===== config.mk =====
export PLATFORM = sky130hd
export DESIGN_NAME = vgs_regs
export DESIGN_NICKNAME = d
export VERILOG_FILES = /design/src/core/vgs_pkg.sv /design/src/core/vgs_pin_sync.sv /design/src/core/vgs_regs.sv
export SDC_FILE = /design/constraint.sdc
export NUM_CORES = 1
export LEC_CHECK = 0
export BUFFER_PORTS_ARGS = -buffer_cell sky130_fd_sc_hd__buf_4
export CAP_MARGIN = 20
export CORE_UTILIZATION = 51
export DETAILED_ROUTE_END_ITERATION = 7
export PLACE_DENSITY = 0.83
export REMOVE_ABC_BUFFERS = 1
export SLEW_MARGIN = 10
export SYNTH_ARGS = -nofsm -noshare
export SYNTH_HDL_FRONTEND = slang
export SYNTH_SLANG_ARGS = --single-unit

===== constraint.sdc =====
create_clock -name i_clock -period 4 [get_ports i_clock]
set_input_delay 0.6 -clock i_clock [delete_from_list [all_inputs] [get_ports i_clock]]
set_output_delay 0.6 -clock i_clock [all_outputs]
set_load 0.01 [all_outputs]

===== src/core/vgs_pkg.sv =====
/*
 * Shared constants of the VGA general and sequencer register bank:
 * register indices, field positions, write masks and reset values.
 * Assumes a 32-bit APB master placing each register on one aligned word.
 */
package vgs_pkg;

    // ****************************************************************
    // Register indices (byte address = 4 * index)
    // ****************************************************************
    localparam logic [9:0] IDX_MISC_WR_STAT0 = 10'h3c2; // Misc write, status 0 read
    localparam logic [9:0] IDX_VID_SUB_EN = 10'h3c3; // Video subsystem enable
    localparam logic [9:0] IDX_SEQ_INDEX = 10'h3c4; // Sequencer index
    localparam logic [9:0] IDX_SEQ_DATA = 10'h3c5; // Sequencer data
    localparam logic [9:0] IDX_FEAT_RD = 10'h3ca; // Feature control read
    localparam logic [9:0] IDX_MISC_RD = 10'h3cc; // Misc output read
    localparam logic [9:0] IDX_FEAT_STAT1_MONO = 10'h3ba; // 3?A at mono base
    localparam logic [9:0] IDX_FEAT_STAT1_COLOUR = 10'h3da; // 3?A at colour base

    // ****************************************************************
    // Field positions
    // ****************************************************************
    localparam int MISC_COLOUR_EMU = 0;
    localparam int MISC_CPU_MEM_EN = 1;
    localparam int MISC_DOT_CLK_LO = 2;
    localparam int MISC_HIGH_PAGE = 5;
    localparam int MISC_HSYNC_LOW = 6;
    localparam int MISC_VSYNC_LOW = 7;
    localparam int FEAT_VSYNC_OR_DE = 3;
    localparam int STAT0_SENSE = 4;
    localparam int STAT0_VR_IRQ = 7;
    localparam int STAT1_NOT_ACTIVE = 0;
    localparam int STAT1_FIXED_ONE = 2;
    localparam int STAT1_VRETRACE = 3;
    localparam int STAT1_FEEDBACK_LO = 4;
    localparam int CLK_8DOT = 0;
    localparam int CLK_LOAD2 = 2;
    localparam int CLK_HALF = 3;
    localparam int CLK_LOAD4 = 4;
    localparam int CLK_SCREEN_OFF = 5;
    localparam int MEM_256K = 1;
    localparam int MEM_SEQUENTIAL = 2;

    // Dot clock select code that also opens PLL parameter loading
    localparam logic [1:0] DOT_CLK_PLL_LOAD = 2'h3;

    // ****************************************************************
    // Writable bit masks and reset values
    // ****************************************************************
    localparam logic [7:0] MASK_MISC = 8'hef;
    localparam logic [7:0] MASK_FEAT = 8'h08;
    localparam logic [7:0] MASK_VID_SUB = 8'h01;
    localparam logic [7:0] MASK_SEQ_INDEX = 8'h1f;
    localparam logic [7:0] MASK_SEQ_RESET = 8'h03;
    localparam logic [7:0] MASK_SEQ_CLOCKING = 8'h3d;
    localparam logic [7:0] MASK_SEQ_PLANE = 8'h0f;
    localparam logic [7:0] MASK_SEQ_FONT = 8'h3f;
    localparam logic [7:0] MASK_SEQ_MEMORY = 8'h06;
    localparam logic [7:0] RST_REG = 8'h00;
    localparam logic [4:0] RST_SEQ_INDEX = 5'h00;
    localparam int SEQ_COUNT = 5; // Indexed sequencer registers 00..04

endpackage : vgs_pkg


===== src/core/vgs_pin_sync.sv =====
/*
 * Three-stage pin synchroniser with agreement filter.
 * Assumes the pins change asynchronously to i_clock.
 */
`timescale 1ns/1ps
`default_nettype none
module vgs_pin_sync #(
    parameter int WIDTH = 1
) (
    // Clock and reset
    input wire logic i_clock,
    input wire logic i_rst,
    // Pin side
    input wire logic [WIDTH-1:0] i_pin,
    // Synchronised side
    output logic [WIDTH-1:0] o_level
);

    // ****************************************************************
    // Three flip-flops, then accept a bit once stages two and three agree
    // ****************************************************************
    logic [WIDTH-1:0] stage1_ff; // Read only by stage2
    logic [WIDTH-1:0] stage2_ff;
    logic [WIDTH-1:0] stage3_ff;
    logic [WIDTH-1:0] level_ff;

    // Shift chain
    always_ff @(posedge i_clock or posedge i_rst) begin
        if (i_rst) begin
            stage1_ff <= '0;
            stage2_ff <= '0;
            stage3_ff <= '0;
        end else begin
            stage1_ff <= i_pin;
            stage2_ff <= stage1_ff;
            stage3_ff <= stage2_ff;
        end
    end

    // Agreement filter per bit
    always_ff @(posedge i_clock or posedge i_rst) begin
        if (i_rst) begin
            level_ff <= '0;
        end else begin
            for (int b = 0; b < WIDTH; b++) begin
                if (stage2_ff[b] == stage3_ff[b]) begin
                    level_ff[b] <= stage3_ff[b];
                end
            end
        end
    end

    assign o_level = level_ff;

endmodule : vgs_pin_sync
`default_nettype wire


===== src/core/vgs_regs.sv =====
/*
 * VGA general (external) and sequencer register bank behind an APB slave.
 * Drives sync polarity, clock select, memory access and serializer controls.
 * Assumes display timing inputs come from logic on i_clock; sense and
 * colour feedback arrive from pins and are synchronised here.
 */
// What this block does
// - Misc bit0 moves the 3?A register to colour base
// - Misc bit1 clear blocks CPU memory accesses
// - Misc bits3-2 pick dot clock, enable PLL load
// - Misc bit5 selects upper 64K page
// - Misc bits6,7 make hsync, vsync active low
// - Feature bit3 ORs vsync with display enable
// - Status0 bit4 reads monitor sense level
// - Status0 bit7 shows pending retrace interrupt
// - Status1 bit0 set outside active display
// - Status1 bit3 set during vertical retrace
// - Status1 bits5-4 return colour output feedback
// - Host writes 5-bit index; device keeps it
// - Data port reads/writes register named by index
// - Reset control bits stored, no effect
// - Clocking bit0 selects 8-dot characters, else 9
// - Clocking bits2,4 load serializers every 2nd/4th
// - Clocking bit3 halves character clock
// - Clocking bit5 blanks the screen
// - Plane enable bits gate CPU plane writes
// - Memory mode bit1 allows 256K access
// - Memory mode bit2 selects sequential addressing
`timescale 1ns/1ps
`default_nettype none
module vgs_regs
    import vgs_pkg::*;
(
    // Clock and reset
    input wire logic i_clock,
    input wire logic i_rst,
    // APB slave
    input wire logic i_psel,
    input wire logic i_penable,
    input wire logic i_pwrite,
    input wire logic [11:0] i_paddr,
    input wire logic [31:0] i_pwdata,
    input wire logic [3:0] i_pstrb,
    output logic [31:0] o_prdata,
    output logic o_pready,
    output logic o_pslverr,
    // Display timing from the CRT pipeline (same clock)
    input wire logic i_hsync_raw,
    input wire logic i_vsync_raw,
    input wire logic i_display_enable,
    input wire logic i_vretrace,
    input wire logic i_vretrace_irq_pending,
    // Pins
    input wire logic i_monitor_sense,
    input wire logic [1:0] i_colour_feedback,
    // CPU memory request from the host bridge
    input wire logic i_cpu_mem_req,
    input wire logic i_cpu_mem_write,
    // Sync outputs
    output logic o_hsync,
    output logic o_vsync,
    // Memory access controls
    output logic o_colour_emulation,
    output logic o_cpu_mem_grant,
    output logic [3:0] o_plane_write_strobe,
    output logic o_high_page_select,
    output logic o_mem_256k,
    output logic o_sequential_addr,
    // Clock and serializer controls
    output logic [1:0] o_dot_clock_select,
    output logic o_pll_load_enable,
    output logic o_char_8dot,
    output logic o_serial_load_2,
    output logic o_serial_load_4,
    output logic o_char_clock_half,
    output logic o_screen_off,
    output logic o_vga_enable,
    output logic [2:0] o_font_a,
    output logic [2:0] o_font_b
);

    // ****************************************************************
    // Helper functions
    // ****************************************************************
    // Word index hit on the byte address
    function automatic logic addr_hit(input logic [11:0] addr, input logic [9:0] idx);
        addr_hit = (addr[11:2] == idx) && (addr[1:0] == 2'h0);
    endfunction : addr_hit

    // Writable mask of an indexed sequencer register
    function automatic logic [7:0] seq_mask(input logic [4:0] idx);
        case (idx)
            5'h00: seq_mask = MASK_SEQ_RESET;
            5'h01: seq_mask = MASK_SEQ_CLOCKING;
            5'h02: seq_mask = MASK_SEQ_PLANE;
            5'h03: seq_mask = MASK_SEQ_FONT;
            5'h04: seq_mask = MASK_SEQ_MEMORY;
            default: seq_mask = 8'h00;
        endcase
    endfunction : seq_mask

    // ****************************************************************
    // Storage
    // ****************************************************************
    logic [7:0] misc_ff; // Miscellaneous output
    logic [7:0] feat_ff; // Feature control
    logic [7:0] vid_sub_ff; // Video subsystem enable
    logic [4:0] seq_index_ff; // Sequencer index
    logic [7:0] seq_regs_ff [SEQ_COUNT]; // Indexed sequencer registers
    logic [31:0] prdata_ff;
    logic pready_ff;
    logic pslverr_ff;
    logic hsync_ff;
    logic vsync_ff;
    logic grant_ff;
    logic [3:0] plane_strobe_ff;
    logic [7:0] ctl_misc_ff; // Copies feeding the pipeline outputs
    logic [7:0] ctl_clk_ff;
    logic [7:0] ctl_mem_ff;
    logic [7:0] ctl_font_ff;
    logic vga_en_ff;
    logic pll_load_ff; // Dot clock select asks for PLL parameter loading
    // Synchronised pin levels
    logic sense_lvl;
    logic [1:0] feedback_lvl;

    // ****************************************************************
    // Pin synchronisers
    // ****************************************************************
    vgs_pin_sync #(.WIDTH(3)) u_pin_sync (
        .i_clock(i_clock), .i_rst(i_rst),
        .i_pin({i_monitor_sense, i_colour_feedback}), .o_level({sense_lvl, feedback_lvl})
    );

    // ****************************************************************
    // Address decode
    // ****************************************************************
    logic [9:0] idx_stat1; // 3?A follows the emulation base
    logic hit_misc_stat0;
    logic hit_vid_sub;
    logic hit_seq_index;
    logic hit_seq_data;
    logic hit_feat_rd;
    logic hit_misc_rd;
    logic hit_stat1;
    logic hit_any;
    logic wr_ok; // Access edge of a write carrying the low byte
    logic [7:0] wbyte;

    assign idx_stat1 = misc_ff[MISC_COLOUR_EMU] ? IDX_FEAT_STAT1_COLOUR
                                                 : IDX_FEAT_STAT1_MONO;
    assign hit_misc_stat0 = addr_hit(i_paddr, IDX_MISC_WR_STAT0);
    assign hit_vid_sub = addr_hit(i_paddr, IDX_VID_SUB_EN);
    assign hit_seq_index = addr_hit(i_paddr, IDX_SEQ_INDEX);
    assign hit_seq_data = addr_hit(i_paddr, IDX_SEQ_DATA);
    assign hit_feat_rd = addr_hit(i_paddr, IDX_FEAT_RD);
    assign hit_misc_rd = addr_hit(i_paddr, IDX_MISC_RD);
    assign hit_stat1 = addr_hit(i_paddr, idx_stat1);
    assign hit_any = hit_misc_stat0 | hit_vid_sub | hit_seq_index | hit_seq_data
                   | hit_feat_rd | hit_misc_rd | hit_stat1;
    assign wr_ok = i_psel & i_penable & i_pwrite & i_pstrb[0];
    assign wbyte = i_pwdata[7:0];

    // ****************************************************************
    // Read data mux
    // ****************************************************************
    logic [7:0] rd_byte;
    always_comb begin
        rd_byte = 8'h00;
        if (hit_misc_stat0) begin
            rd_byte[STAT0_SENSE] = sense_lvl;
            rd_byte[STAT0_VR_IRQ] = i_vretrace_irq_pending;
        end else if (hit_stat1) begin
            rd_byte[STAT1_NOT_ACTIVE] = ~i_display_enable;
            rd_byte[STAT1_FIXED_ONE] = 1'b1;
            rd_byte[STAT1_VRETRACE] = i_vretrace;
            rd_byte[STAT1_FEEDBACK_LO +: 2] = feedback_lvl;
        end else if (hit_vid_sub) begin
            rd_byte = vid_sub_ff;
        end else if (hit_seq_index) begin
            rd_byte = {3'h0, seq_index_ff};
        end else if (hit_seq_data) begin
            if (seq_index_ff < 5'(SEQ_COUNT)) begin
                rd_byte = seq_regs_ff[seq_index_ff[2:0]];
            end
        end else if (hit_feat_rd) begin
            rd_byte = feat_ff;
        end else if (hit_misc_rd) begin
            rd_byte = misc_ff;
        end
    end

    // ****************************************************************
    // APB answer: data captured in setup, zero-wait access phase
    // ****************************************************************
    always_ff @(posedge i_clock or posedge i_rst) begin
        if (i_rst) begin
            prdata_ff <= 32'h0000_0000;
            pslverr_ff <= 1'b0;
            pready_ff <= 1'b0;
        end else begin
            pready_ff <= 1'b1;
            if (i_psel && !i_penable) begin
                // Setup cycle: prepare the answer
                prdata_ff <= i_pwrite ? 32'h0000_0000 : {24'h00_0000, rd_byte};
                pslverr_ff <= ~hit_any;
            end
        end
    end

    // ****************************************************************
    // General register writes
    // ****************************************************************
    always_ff @(posedge i_clock or posedge i_rst) begin
        if (i_rst) begin
            misc_ff <= RST_REG;
            feat_ff <= RST_REG;
            vid_sub_ff <= RST_REG;
        end else if (wr_ok) begin
            if (hit_misc_stat0) begin
                misc_ff <= wbyte & MASK_MISC;
            end
            if (hit_stat1) begin
                feat_ff <= wbyte & MASK_FEAT;
            end
            if (hit_vid_sub) begin
                vid_sub_ff <= wbyte & MASK_VID_SUB;
            end
        end
    end

    // ****************************************************************
    // Sequencer index and data
    // ****************************************************************
    always_ff @(posedge i_clock or posedge i_rst) begin
        if (i_rst) begin
            seq_index_ff <= RST_SEQ_INDEX;
        end else if (wr_ok && hit_seq_index) begin
            seq_index_ff <= wbyte[4:0];
        end
    end

    // Indexed registers; index 00 is stored only
    always_ff @(posedge i_clock or posedge i_rst) begin
        if (i_rst) begin
            for (int i = 0; i < SEQ_COUNT; i++) begin
                seq_regs_ff[i] <= RST_REG;
            end
        end else if (wr_ok && hit_seq_data && seq_index_ff < 5'(SEQ_COUNT)) begin
            seq_regs_ff[seq_index_ff[2:0]] <= wbyte & seq_mask(seq_index_ff);
        end
    end

    // ****************************************************************
    // Control copies toward the display pipeline
    // ****************************************************************
    always_ff @(posedge i_clock or posedge i_rst) begin
        if (i_rst) begin
            ctl_misc_ff <= RST_REG;
            ctl_clk_ff <= RST_REG;
            ctl_mem_ff <= RST_REG;
            ctl_font_ff <= RST_REG;
            vga_en_ff <= 1'b0;
            pll_load_ff <= 1'b0;
        end else begin
            ctl_misc_ff <= misc_ff;
            ctl_clk_ff <= seq_regs_ff[1];
            ctl_mem_ff <= seq_regs_ff[4];
            ctl_font_ff <= seq_regs_ff[3];
            vga_en_ff <= vid_sub_ff[0];
            pll_load_ff <= misc_ff[MISC_DOT_CLK_LO +: 2] == DOT_CLK_PLL_LOAD;
        end
    end

    // ****************************************************************
    // Sync outputs with programmable polarity
    // ****************************************************************
    always_ff @(posedge i_clock or posedge i_rst) begin
        if (i_rst) begin
            hsync_ff <= 1'b0;
            vsync_ff <= 1'b0;
        end else begin
            hsync_ff <= i_hsync_raw ^ misc_ff[MISC_HSYNC_LOW];
            vsync_ff <= (i_vsync_raw | (feat_ff[FEAT_VSYNC_OR_DE] & i_display_enable))
                        ^ misc_ff[MISC_VSYNC_LOW];
        end
    end

    // ****************************************************************
    // CPU memory gating
    // ****************************************************************
    always_ff @(posedge i_clock or posedge i_rst) begin
        if (i_rst) begin
            grant_ff <= 1'b0;
            plane_strobe_ff <= 4'h0;
        end else begin
            grant_ff <= i_cpu_mem_req & misc_ff[MISC_CPU_MEM_EN];
            plane_strobe_ff <= {4{i_cpu_mem_req & i_cpu_mem_write
                                  & misc_ff[MISC_CPU_MEM_EN]}}
                               & seq_regs_ff[2][3:0];
        end
    end

    // ****************************************************************
    // Output assignments
    // ****************************************************************
    assign o_prdata = prdata_ff;
    assign o_pready = pready_ff;
    assign o_pslverr = pslverr_ff;
    assign o_hsync = hsync_ff;
    assign o_vsync = vsync_ff;
    assign o_cpu_mem_grant = grant_ff;
    assign o_plane_write_strobe = plane_strobe_ff;
    assign o_colour_emulation = ctl_misc_ff[MISC_COLOUR_EMU];
    assign o_dot_clock_select = ctl_misc_ff[MISC_DOT_CLK_LO +: 2];
    assign o_pll_load_enable = pll_load_ff;
    assign o_high_page_select = ctl_misc_ff[MISC_HIGH_PAGE];
    assign o_char_8dot = ctl_clk_ff[CLK_8DOT];
    assign o_serial_load_2 = ctl_clk_ff[CLK_LOAD2];
    assign o_serial_load_4 = ctl_clk_ff[CLK_LOAD4];
    assign o_char_clock_half = ctl_clk_ff[CLK_HALF];
    assign o_screen_off = ctl_clk_ff[CLK_SCREEN_OFF];
    assign o_mem_256k = ctl_mem_ff[MEM_256K];
    assign o_sequential_addr = ctl_mem_ff[MEM_SEQUENTIAL];
    assign o_font_b = {ctl_font_ff[4], ctl_font_ff[1:0]};
    assign o_font_a = {ctl_font_ff[5], ctl_font_ff[3:2]};
    assign o_vga_enable = vga_en_ff;
endmodule : vgs_regs
`default_nettype wire


Word level (Yosys, flattened, before mapping)
Index checks and enable logic that the tools add are counted.

cells by class
  reductions and logical operators = 18
  eq/ne operators = 15
  bitwise gates (word level) = 21
  order comparisons = 3
  mux-type cells = 24

operators by type and width
  operator                                                               count
  8-bit 2-to-1 mux                                                       11
  10-bit equality test, second input constant                            6
  40-bit bitwise mux                                                     1
  6-bit one-hot mux with 5 select lines                                  1
  8-bit binary-select mux with 3-bit select                              1
  8-bit demux with 3-bit select                                          1
  1-bit logical AND                                                      12
  10-bit equality test                                                   1
  5-bit by 2-bit equality test with 1-bit output, second input constant  2
  8-bit bitwise AND                                                      1
  4-bit 2-to-1 mux                                                       2
  1-bit bitwise AND                                                      7
  7-bit 2-to-1 mux                                                       1
  1-bit OR                                                               7
  2-bit AND reduction                                                    3
  5-bit by 1-bit equality test with 1-bit output, second input constant  1
  5-bit by 3-bit equality test with 1-bit output, second input constant  1
  5-bit zero test                                                        1
  5-bit by 3-bit < comparator with 1-bit output, second input constant   1
  4-bit bitwise AND                                                      1
  4-bit >= comparator, second input constant                             1
  4-bit by 1-bit < comparator with 1-bit output, second input constant   1
  1-bit 2-to-1 mux                                                       4
  2-bit 2-to-1 mux                                                       2
  7 further kinds                                                        11

word-level totals
  register bits after elaboration = 129
  output and inout port bits = 60

Logic depth before layout (Yosys ltp)
Gate-level depths: netlist of the first run.

  depth in word-level cells = 11
  mapped depth = 7
  mapped depth without buffers = 5

By module
A second synthesis of the first run with hierarchy kept.

unflattened totals
  cells, all modules = 329
  area, all modules = 3928.8 um^2

by module, submodules not included
  module        instances  area each (um^2)  sequential area each (um^2)  cells each
  vgs_regs      1          3590.9            2001.9                       313
  vgs_pin_sync  1          337.8             300.3                        16

Worst setup path before layout of the first run
Ideal clock, no wire load.

  path kind = in2reg
  from = input i_paddr[5]
  to = register seq_regs_ff[24] (netlist bit)
  required time = 3.875 ns
  stages = 6
  slack = 1.869 ns
  arrival = 2.007 ns
  cells stage by stage = nor4b_4 -> nand3_4 -> nor3_4 -> and3b_2 -> buf_2 -> mux2_2

on the way
  word-level cells in the longest chain between the ends = 4

RTL lines
  item                            line             RTL
  start: declaration              vgs_regs.sv:41   input wire logic [11:0] i_paddr,
  10-bit equality test            vgs_regs.sv:87   addr_hit = (addr[11:2] == idx) && (addr[1:0] == 2'h0);
  1-bit logical AND               vgs_regs.sv:87
  1-bit logical AND (2 in a row)  vgs_regs.sv:249  end else if (wr_ok && hit_seq_data && seq_index_ff < 5'(SEQ_COUNT)) begin
  end signal: indexed assignment  vgs_regs.sv:250  seq_regs_ff[seq_index_ff[2:0]] <= wbyte & seq_mask(seq_index_ff);
  end: declaration                vgs_regs.sv:109  logic [7:0] seq_regs_ff [SEQ_COUNT];

Every way passes these cells.
A chain may end at the register's enable or synchronous reset.

Final worst setup path of the first run
  from = register seq_index_ff[0]
  to = register seq_regs_ff[17] (netlist bit)

on the way
  word-level cells in the longest chain between the ends = 6

RTL lines
  item                                                                                                               line             RTL
  start: declaration                                                                                                 vgs_regs.sv:108  logic [4:0] seq_index_ff;
  start signal: assignment                                                                                           vgs_regs.sv:239  seq_index_ff <= wbyte[4:0];
  3-bit NOT with 4-bit output (implied by the code)                                                                  vgs_regs.sv:250
  4-bit >= comparator (implied by the code) / 4-bit by 1-bit < comparator with 1-bit output (equally long branches)  vgs_regs.sv:250
  1-bit logical AND (implied by the code)                                                                            vgs_regs.sv:250
  8-bit 2-to-1 mux (implied by the code)                                                                             vgs_regs.sv:250
  8-bit demux with 3-bit select                                                                                      vgs_regs.sv:250
  40-bit bitwise mux                                                                                                 vgs_regs.sv:250

Several ways; a longest one is shown, not always the timed one. The select of a mux whose other input is x is not followed.

==> results.py, run 1 <==
metrics = {
    "critical_path": {
        "cp.required_ps": 4250,
        "path_max_fanout": 20,
        "startpoint_type": "flip-flop",
        "r2r_cells": 5,
        "arrival_ps": 2930,
        "end_kind": "flip-flop",
        "crit_type": "flip-flop to flip-flop",
    },
    "synthesis": {
        "yosys.cell_count.top_type": "dfrtp_1",
        "async_flop_share": 1.00,
        "syn_avg_cell_area_um2": 12.7,
        "ys.warnings.count": 0,
        "synthesis.area_um2": 3940,
        "synthTopCellsByCount": "92 x dfrtp_1, 34 x mux2_2, 24 x buf_4",
        "ys_types": 51,
        "synth_top_cell_by_area": "dfrtp_1",
        "synth.area.top_cells": "dfrtp_1 58%, mux2_2 9.7%, buf_4 4.6%",
        "synth_seq_area_share": 0.584,
        "synth_edf_count": 0,
        "yosysTopAreaCellShare": 0.584,
        "ys_ff_latch": 92,
        "ys.flop_type": "dfrtp_1",
        "syn_inst": 311,
    },
    "power_and_ir_drop": {
        "combinationalPowerShare": 0.056,
        "switching_share": 0.232,
        "p_leak_nw": 2.30,
        "pwr-share-clk": 0.379,
        "internal-power_mw": 1.28,
        "seqPwrFrac": 0.565,
        "power_switching_uw": 387,
        "pwr_density_cell_nw_per_um2": 357,
        "ir_drop_mv": 0.215,
    },
    "layout": {
        "nFillCells": 586,
        "nNetsFinal": 448,
        "fin_area_um2": 4680,
        "diodes": 0,
        "drive_gt1_frac": 0.333,
        "syn_to_final_growth_pct": 18.7,
        "final_core_util": 0.635,
    },
    "sta": {
        "rsz0062_at_grt": "no",
        "setup-violations-final": 0,
        "skew_ps": 10.9,
        "finalHoldViolations": 0,
        "slew_headroom": 0.384,
        "slew_viol_final": 0,
        "fin_crit_sh": 0.671,
        "setup-tns-final_ps": 0,
        "tightest_slew_ps": 925,
        "period_minus_slack_ps": 2680,
        "timing.fmax_ghz": 0.373,
    },
    "die": {
        "die_w_um": 89.9,
        "core_area_um2": 7370,
        "io_pins": 123,
        "start_util": 0.535,
        "fp.dieH_um": 89.9,
        "rows": 31,
        "die_area_um2": 8090,
    },
    "route": {
        "met3_length_um": 426,
        "wire_per_inst_um": 16.5,
        "wl_met2_um": 3940,
        "antenna_left": 0,
        "drtIter0Drc": 194,
        "drt-met1-wl_um": 3590,
        "drcViolationCount": 0,
        "drt-total-wl_um": 8090,
        "viasPerCell": 5.43,
        "firstDrtPassIters": 5,
        "top_layer": "met4",
        "dr_total_vias": 2657,
    },
    "hold_path": {
        "hp-class": "primary input to async pin",
    },
    "global_route": {
        "overflow": 0,
        "grt_max_degree": 67,
        "antenna_found_initial": 0,
        "grt_pass1_wl_um": 13300,
        "first_global_vias": 2605,
        "grt_usage": 0.212,
    },
    "cts": {
        "postCtsHoldBufs": 0,
        "post_cts_buffers": 0,
        "cts_resized": 0,
        "clkTransAtPathRegs_ps": 90,
        "cts_sinks": 92,
        "clockBufferDepth": 2,
        "cts-root-buf": "clkbuf_8",
        "htreeDepth": 3,
        "cts_tree": "built",
        "numCtsBuffers": 9,
        "clock_latency_ps": 360,
    },
    "placed_design": {
        "place_area_um2": 4480,
        "globalplace.congestion": 0.865,
        "place_hpwl_um": 5700,
        "numPortBuffers": 71,
    },
    "run_status": {
        "status": "finished, final reports clean",
    },
    "job": {
        "cap_violations": 0,
    },
}
critical path, stage by stage, from the launching register on:
cell and delay (ps):
dfrtp_1 730, o21ai_0 450, nand4_1 300, nor3_4 320
nor3b_4 400, mux2_2 380
area by class of cell:
cell class,count,area (um^2),area share
Clock buffer,11,141,0.0302
Sequential cell,92,2300,0.492
Timing Repair Buffer,72,541,0.116
Multi-Input combinational cell,203,1480,0.317
Clock inverter,5,60.1,0.0128
Tap cell,99,124,0.0265
Inverter,7,27.5,0.00588
cell usage in the layout (no fill, tap or decap), types with 3 or more instances in the layout:
master,count
dfrtp_1,92
buf_4,72
mux2_2,34
conb_1,25
and2_1,16
nor2_1,13
nand2_1,11
clkbuf_8,10
mux2i_1,9
o21ai_0,8
nor2b_1,8
inv_1,6
a22oi_1,6
nand2b_1,5
nand4_1,4
nand3_1,4
and3_1,4
a21oi_1,4
o31ai_1,4
a31oi_1,3
nor3_1,3
a211oi_1,3
a32oi_1,3
maj3_1,3
power by group through the flow:
stage	Combinational, mW	Sequential, mW	Clock, mW
after detailed placement	0.0938	0.963	0
final	0.0934	0.944	0.634
after floorplan	0.0430	0.963	0
after CTS	0.0940	0.945	0.643
after global placement	0.0912	0.963	0
after global routing	0.103	0.946	0.683
flip-flops by register name (all words and copies together) (netlist names):
name                  count
o_hsync                   1
seq_regs_ff              30
o_plane_write_strobe      4
o_pslverr                 1
u_pin_sync.stage2_ff      3
ctl_font_ff               6
vid_sub_ff                1
u_pin_sync.stage1_ff      3
ctl_misc_ff               4
o_vsync                   1
u_pin_sync.o_level        3
o_pready                  1
o_vga_enable              1
u_pin_sync.stage3_ff      3
ctl_clk_ff                5
feat_ff                   1
o_prdata                  8
ctl_mem_ff                2
o_pll_load_enable         1
misc_ff                   7
seq_index_ff              5
o_cpu_mem_grant           1
cells by family (layout without fill, tap and decap cells):
kind of cell	Yosys count	after routing	share of synthesized area
flops	92	92	0.584
fa+ha+maj	3	3	0.00762
mux	43	43	0.120
other cells	2	25	0.00190
compound gates	44	44	0.0800
xor+xnor	2	2	0.00444
buf+inv	39	95	0.0619
simple gates	86	86	0.140
stage by stage:
step / worst slack [ps] / hold WS, ps / std cells / power, mW
2_1_floorplan: 1010 / 331 / 302 / 1.01
3_5_place_dp: 1350 / 336 / 473 / 1.06
5_1_grt: 1140 / 252 / 489 / 1.73
3_3_place_gp: 1450 / 332 / 473 / 1.05
6_report: 1320 / 226 / 489 / 1.67
4_1_cts: 1330 / 234 / 489 / 1.68
worst paths after layout:
kind	to	from	slack, ps
max	seq_regs_ff[17]	seq_index_ff[0]	1320
min	ctl_font_ff[0]	i_rst	230
max reg2reg	seq_regs_ff[17]	seq_index_ff[0]	1320
min reg2reg	u_pin_sync.stage2_ff[2]	u_pin_sync.stage1_ff[2]	350
max in group asynchronous	misc_ff[5]	i_rst	2620
min in group i_clock	u_pin_sync.stage1_ff[2]	i_monitor_sense	350
metal layers:
layer / vias up / global-route usage
met5: - / 0
met4: 0 / 0.0780
met3: 11 / 0.0406
met2: 116 / 0.337
met1: 1321 / 0.293
li1: 1209 / -
(Power assumes the default switching activity.)
==> run 2: changes to the inputs <==
- clock period: 4 -> 2.5 ns (I/O delays scaled with it)
==> run 2 against run 1 <==
Compared with the run above:
- first-iteration DRC count increased by 31%
- cell area rose by 0.99%
- sequential share of layout area down 0.48 points
- critical path depth unchanged
- largest cell class unchanged
- largest power group unchanged
==> results.py, run 2 (synthesis results as in run 1) <==
metrics = {
    "run_status": {
        "status": "finished, final reports clean",
    },
    "critical_path": {
        "path_max_fanout": 6,
        "end_kind": "flip-flop",
        "critPathMaxStageDelay_ps": 420,
        "cp.required_ps": 2740,
        "arrival_ps": 2450,
        "crit_slowest_cell": "nor3b_4",
        "startpoint_type": "flip-flop",
        "crit_chain": "o21ai_0, nand4_1, nor3_4, nor3b_4, mux2_2",
        "crit_type": "flip-flop to flip-flop",
    },
    "die": {
        "start_util": 0.535,
        "fp.dieH_um": 89.9,
        "die_w_um": 89.9,
        "die_area_um2": 8090,
        "rows": 31,
        "core_area_um2": 7370,
        "io_pins": 123,
    },
    "sta": {
        "slew_headroom": 0.665,
        "tightest_slew_ps": 502,
        "timing.fmax_ghz": 0.453,
        "slew_viol_final": 0,
        "rsz0062_at_grt": "no",
        "skew_ps": 8.40,
        "period_minus_slack_ps": 2210,
        "setup-violations-final": 0,
        "fin_crit_sh": 0.882,
        "finalHoldViolations": 0,
    },
    "cts": {
        "cts_sinks": 92,
        "numCtsBuffers": 9,
        "clock_latency_ps": 350,
        "clockBufferDepth": 2,
        "cts-root-buf": "clkbuf_8",
        "postCtsHoldBufs": 0,
        "cts_tree": "built",
        "htreeDepth": 3,
        "post_cts_buffers": 0,
        "cts_resized": 0,
        "clkTransAtPathRegs_ps": 90,
    },
    "layout": {
        "nNetsFinal": 453,
        "syn_to_final_growth_pct": 19.8,
        "fin_cells": 494,
        "diodes": 0,
        "largest_register_ffs": 30,
        "mostFrequentLayoutCell": "dfrtp_1",
        "drive_gt1_frac": 0.342,
        "fin_area_um2": 4720,
        "final_cell_mix": "92 x dfrtp_1, 76 x buf_4, 34 x mux2_2",
        "nFillCells": 572,
        "top_register": "seq_regs_ff",
    },
    "route": {
        "antenna_left": 0,
        "viasPerCell": 5.41,
        "dr_total_vias": 2672,
        "firstDrtPassIters": 4,
        "drtIter0Drc": 254,
        "drcViolationCount": 0,
        "drt-total-wl_um": 8200,
        "wire_per_inst_um": 16.6,
    },
    "placed_design": {
        "globalplace.congestion": 0.880,
        "dp_cells": 478,
        "place_hpwl_um": 5820,
        "place_area_um2": 4530,
        "numPortBuffers": 71,
    },
    "hold_path": {
        "hp-class": "primary input to async pin",
    },
    "power_and_ir_drop": {
        "pwr_density_cell_nw_per_um2": 563,
        "ir_drop_mv": 0.338,
        "p_leak_nw": 2.33,
    },
    "job": {
        "cap_violations": 0,
    },
    "global_route": {
        "grt_pass1_wl_um": 13600,
        "grt_max_degree": 66,
        "antenna_found_initial": 0,
        "first_global_vias": 2671,
        "overflow": 0,
        "grt_usage": 0.216,
    },
}
run 2: changes by cell type in the layout (fill, tap and decap cells not counted), sizes merged:
cell	previous run	this run
buf	72	77
clkinvlp	1	0
inv	7	8
clkinv	3	4
clkbuf	11	10
run 2: power by group:
part           leakage [nW]  total, mW  internal (mW)  switching (mW)
Combinational          1.00      0.154         0.0620          0.0916
Sequential             1.23       1.51           1.50         0.00736
Clock                 0.101      0.995          0.472           0.523
run 2: critical path, delay by kind of cell (launching register included):
family | cells | cell delay (ps)
AND/OR/NAND/NOR | 3 | 1000
flip-flops | 1 | 400
multiplexers | 1 | 380
AO/OA/AOI/OAI | 1 | 310
run 2: worst paths after layout:
check,to,depth (start not counted),startpoint,slack [ps]
setup / recovery,seq_regs_ff[19],5,seq_index_ff[1],290
hold / removal,o_plane_write_strobe[0],2,i_rst,30
setup reg to reg,seq_regs_ff[19],5,seq_index_ff[1],290
hold reg to reg,u_pin_sync.stage2_ff[0],0,u_pin_sync.stage1_ff[0],350
max in group asynchronous,seq_regs_ff[3],3,i_rst,1780
min in group i_clock,u_pin_sync.stage1_ff[2],1,i_monitor_sense,120
run 2: final cells by class:
class	count	area (um^2)	share of cell area
well taps	99	124	0.0262
clock inverters	6	70.1	0.0148
repair buffers	77	591	0.125
multi-input cells	203	1480	0.314
clock buffers	10	128	0.0270
flip-flops and latches	92	2300	0.487
inverters	7	27.5	0.00583
run 2: metrics by stage:
step,hold WS [ps],utilization,TNS (ps),power [mW],setup WS [ps]
final,29.0,0.641,0,2.66,294
after global routing,63.3,0.641,0,2.77,163
after CTS,31.9,0.641,0,2.68,321
after detailed placement,337,0.614,0,1.69,208
after global placement,332,0.614,0,1.69,263
after floorplan,331,-,-24560,1.61,-267
run 2: metal layers:
layer | GRT usage | vias to the layer above | wire (um)
met1 | 0.299 | 1305 | 3530
met2 | 0.335 | 129 | 3960
met4 | 0.0914 | 0 | 165
met3 | 0.0448 | 17 | 547
li1 | - | 1221 | -
met5 | 0 | - | 0
==> run 3: changes to the inputs <==
- CORE_UTILIZATION: 51 -> 40
- PLACE_DENSITY: 0.83 -> 0.68
==> run 3 against run 2 <==
Compared with the run above:
- the flow now finishes with violations (negative hold slack)
- global-route usage shrank 4.1 points
- cell count increased by 6.3%
- critical path type unchanged
- cell area up 0.29%
- sequential share of layout area shrank 0.14 points
- combinational power about the same
- die area is 27% higher
==> results.py, run 3 (synthesis results as in run 1) <==
metrics = {
    "die": {
        "fp.dieH_um": 101,
        "core_area_um2": 9420,
        "io_pins": 123,
        "rows": 35,
        "start_util": 0.419,
        "die_w_um": 101,
        "die_area_um2": 10300,
    },
    "sta": {
        "slew_headroom": 0.593,
        "rsz0062_at_grt": "no",
        "period_minus_slack_ps": 2210,
        "slew_viol_final": 0,
        "tightest_slew_ps": 603,
        "finalHoldViolations": 1,
        "timing.fmax_ghz": 0.452,
        "skew_ps": 8.72,
        "worst_slack_ps": 290,
        "setup-violations-final": 0,
        "fin_crit_sh": 0.884,
        "hold_slack_ps": -0.326,
        "setup-tns-final_ps": 0,
    },
    "placed_design": {
        "place_hpwl_um": 5940,
        "place_ws_ps": 247,
        "globalplace.congestion": 0.850,
        "numPortBuffers": 71,
    },
    "critical_path": {
        "r2r_slack_ps": 290,
        "arrival_ps": 2470,
        "crit_type": "flip-flop to flip-flop",
        "cp.required_ps": 2760,
        "endpoint": "seq_regs_ff[16]",
        "cp-startpoint": "seq_index_ff[1]",
        "end_kind": "flip-flop",
        "path_max_fanout": 6,
        "reg2reg_from": "seq_index_ff[1]",
        "r2r_cells": 5,
        "startpoint_type": "flip-flop",
        "reg2reg_to": "seq_regs_ff[16]",
    },
    "layout": {
        "final_cell_mix": "92 x dfrtp_1, 77 x buf_4, 34 x mux2_2",
        "largest_register_ffs": 30,
        "multiInputGateArea_um2": 1480,
        "diodes": 0,
        "nNetsFinal": 454,
        "drive_gt1_frac": 0.343,
        "regArea_um2": 2300,
        "syn_to_final_growth_pct": 20.2,
        "top_register": "seq_regs_ff",
        "nFillCells": 839,
        "mostFrequentLayoutCell": "dfrtp_1",
    },
    "cts": {
        "clkTransAtPathRegs_ps": 90,
        "htreeDepth": 3,
        "clockBufferDepth": 2,
        "cts_sinks": 92,
        "numCtsBuffers": 9,
        "postCtsHoldBufs": 0,
        "post_cts_buffers": 0,
        "cts_tree": "built",
        "cts-root-buf": "clkbuf_8",
        "clock_latency_ps": 370,
        "cts_resized": 0,
    },
    "global_route": {
        "grt_max_degree": 68,
        "first_global_vias": 2483,
        "overflow": 0,
        "grt_usage": 0.175,
        "grt_pass1_wl_um": 13100,
        "antenna_found_initial": 0,
    },
    "route": {
        "firstDrtPassIters": 5,
        "drtIter0Drc": 125,
        "viasPerCell": 4.88,
        "antenna_left": 0,
        "wire_per_inst_um": 15.7,
        "dr_total_vias": 2561,
        "drcViolationCount": 0,
        "drt-total-wl_um": 8260,
    },
    "power_and_ir_drop": {
        "internal-power_mw": 1.92,
        "power_switching_uw": 619,
        "pwr-share-clk": 0.346,
        "total_power_mw": 2.54,
        "combinationalPowerShare": 0.060,
        "switching_share": 0.243,
        "pwr_density_cell_nw_per_um2": 537,
        "ir_drop_mv": 0.259,
        "p_leak_nw": 2.32,
        "seqPwrFrac": 0.594,
    },
    "job": {
        "cap_violations": 0,
    },
    "run_status": {
        "status": "finished with violations",
        "violations": "negative hold slack",
    },
    "hold_path": {
        "hp-class": "primary input to async pin",
    },
}
-- run 3: cell count changes in the layout (fill, tap and decap cells not counted) --
cell,change
clkinv_2,+2
inv_6,-1
buf_4,+1
clkinv_4,-2
bufinv_16,-1
clkinvlp_4,+2
-- run 3: metal layers --
metal	track usage	wire length [um]
met2	0.254	3890
met3	0.0414	445
met1	0.246	3740
met4	0.0892	180
met5	0	0
-- run 3: layout make-up --
class / count / share of cell area
multi-input cells: 203 / 0.313
repair buffers: 78 / 0.126
inverters: 7 / 0.00581
flip-flops and latches: 92 / 0.486
well taps: 129 / 0.0341
clock buffers: 10 / 0.0269
clock inverters: 6 / 0.00819
-- run 3: power by group through the flow --
stage	Sequential, mW	Clock, mW	Combinational [mW]
2_1_floorplan	1.54	0	0.0688
3_3_place_gp	1.54	0	0.152
3_5_place_dp	1.54	0	0.154
4_1_cts	1.51	0.899	0.154
5_1_grt	1.51	0.966	0.171
6_report	1.51	0.880	0.153
-- run 3: per-stage QoR --
stage	hold slack (ps)	cells	util	area (um^2)
after detailed placement	335	509	0.486	4570
after floorplan	331	302	-	3810
after global placement	334	509	0.486	4570
after global routing	28.6	525	0.503	4740
after CTS	8.02	525	0.503	4740
final	-0.326	525	0.503	4740
-- run 3: worst max-delay path: stages, from the launching register on --
cell and delay, ps:
dfrtp_1 380, o21ai_0 320, nand4_1 290, nor3_4 310, nor3b_4 420, mux2_2 380
-- run 3: worst min path at each step --
stage | start | end | slack (ps) | cells after the start
after floorplan | u_pin_sync.stage1_ff[0] | u_pin_sync.stage2_ff[0] | 330 | 0
after global placement | u_pin_sync.stage1_ff[0] | u_pin_sync.stage2_ff[0] | 330 | 0
after detailed placement | u_pin_sync.stage1_ff[0] | u_pin_sync.stage2_ff[0] | 330 | 0
after CTS | i_rst | ctl_font_ff[2] | 8 | 2
after global routing | i_rst | ctl_font_ff[2] | 30 | 2
final | i_rst | ctl_font_ff[2] | -0.3 | 2
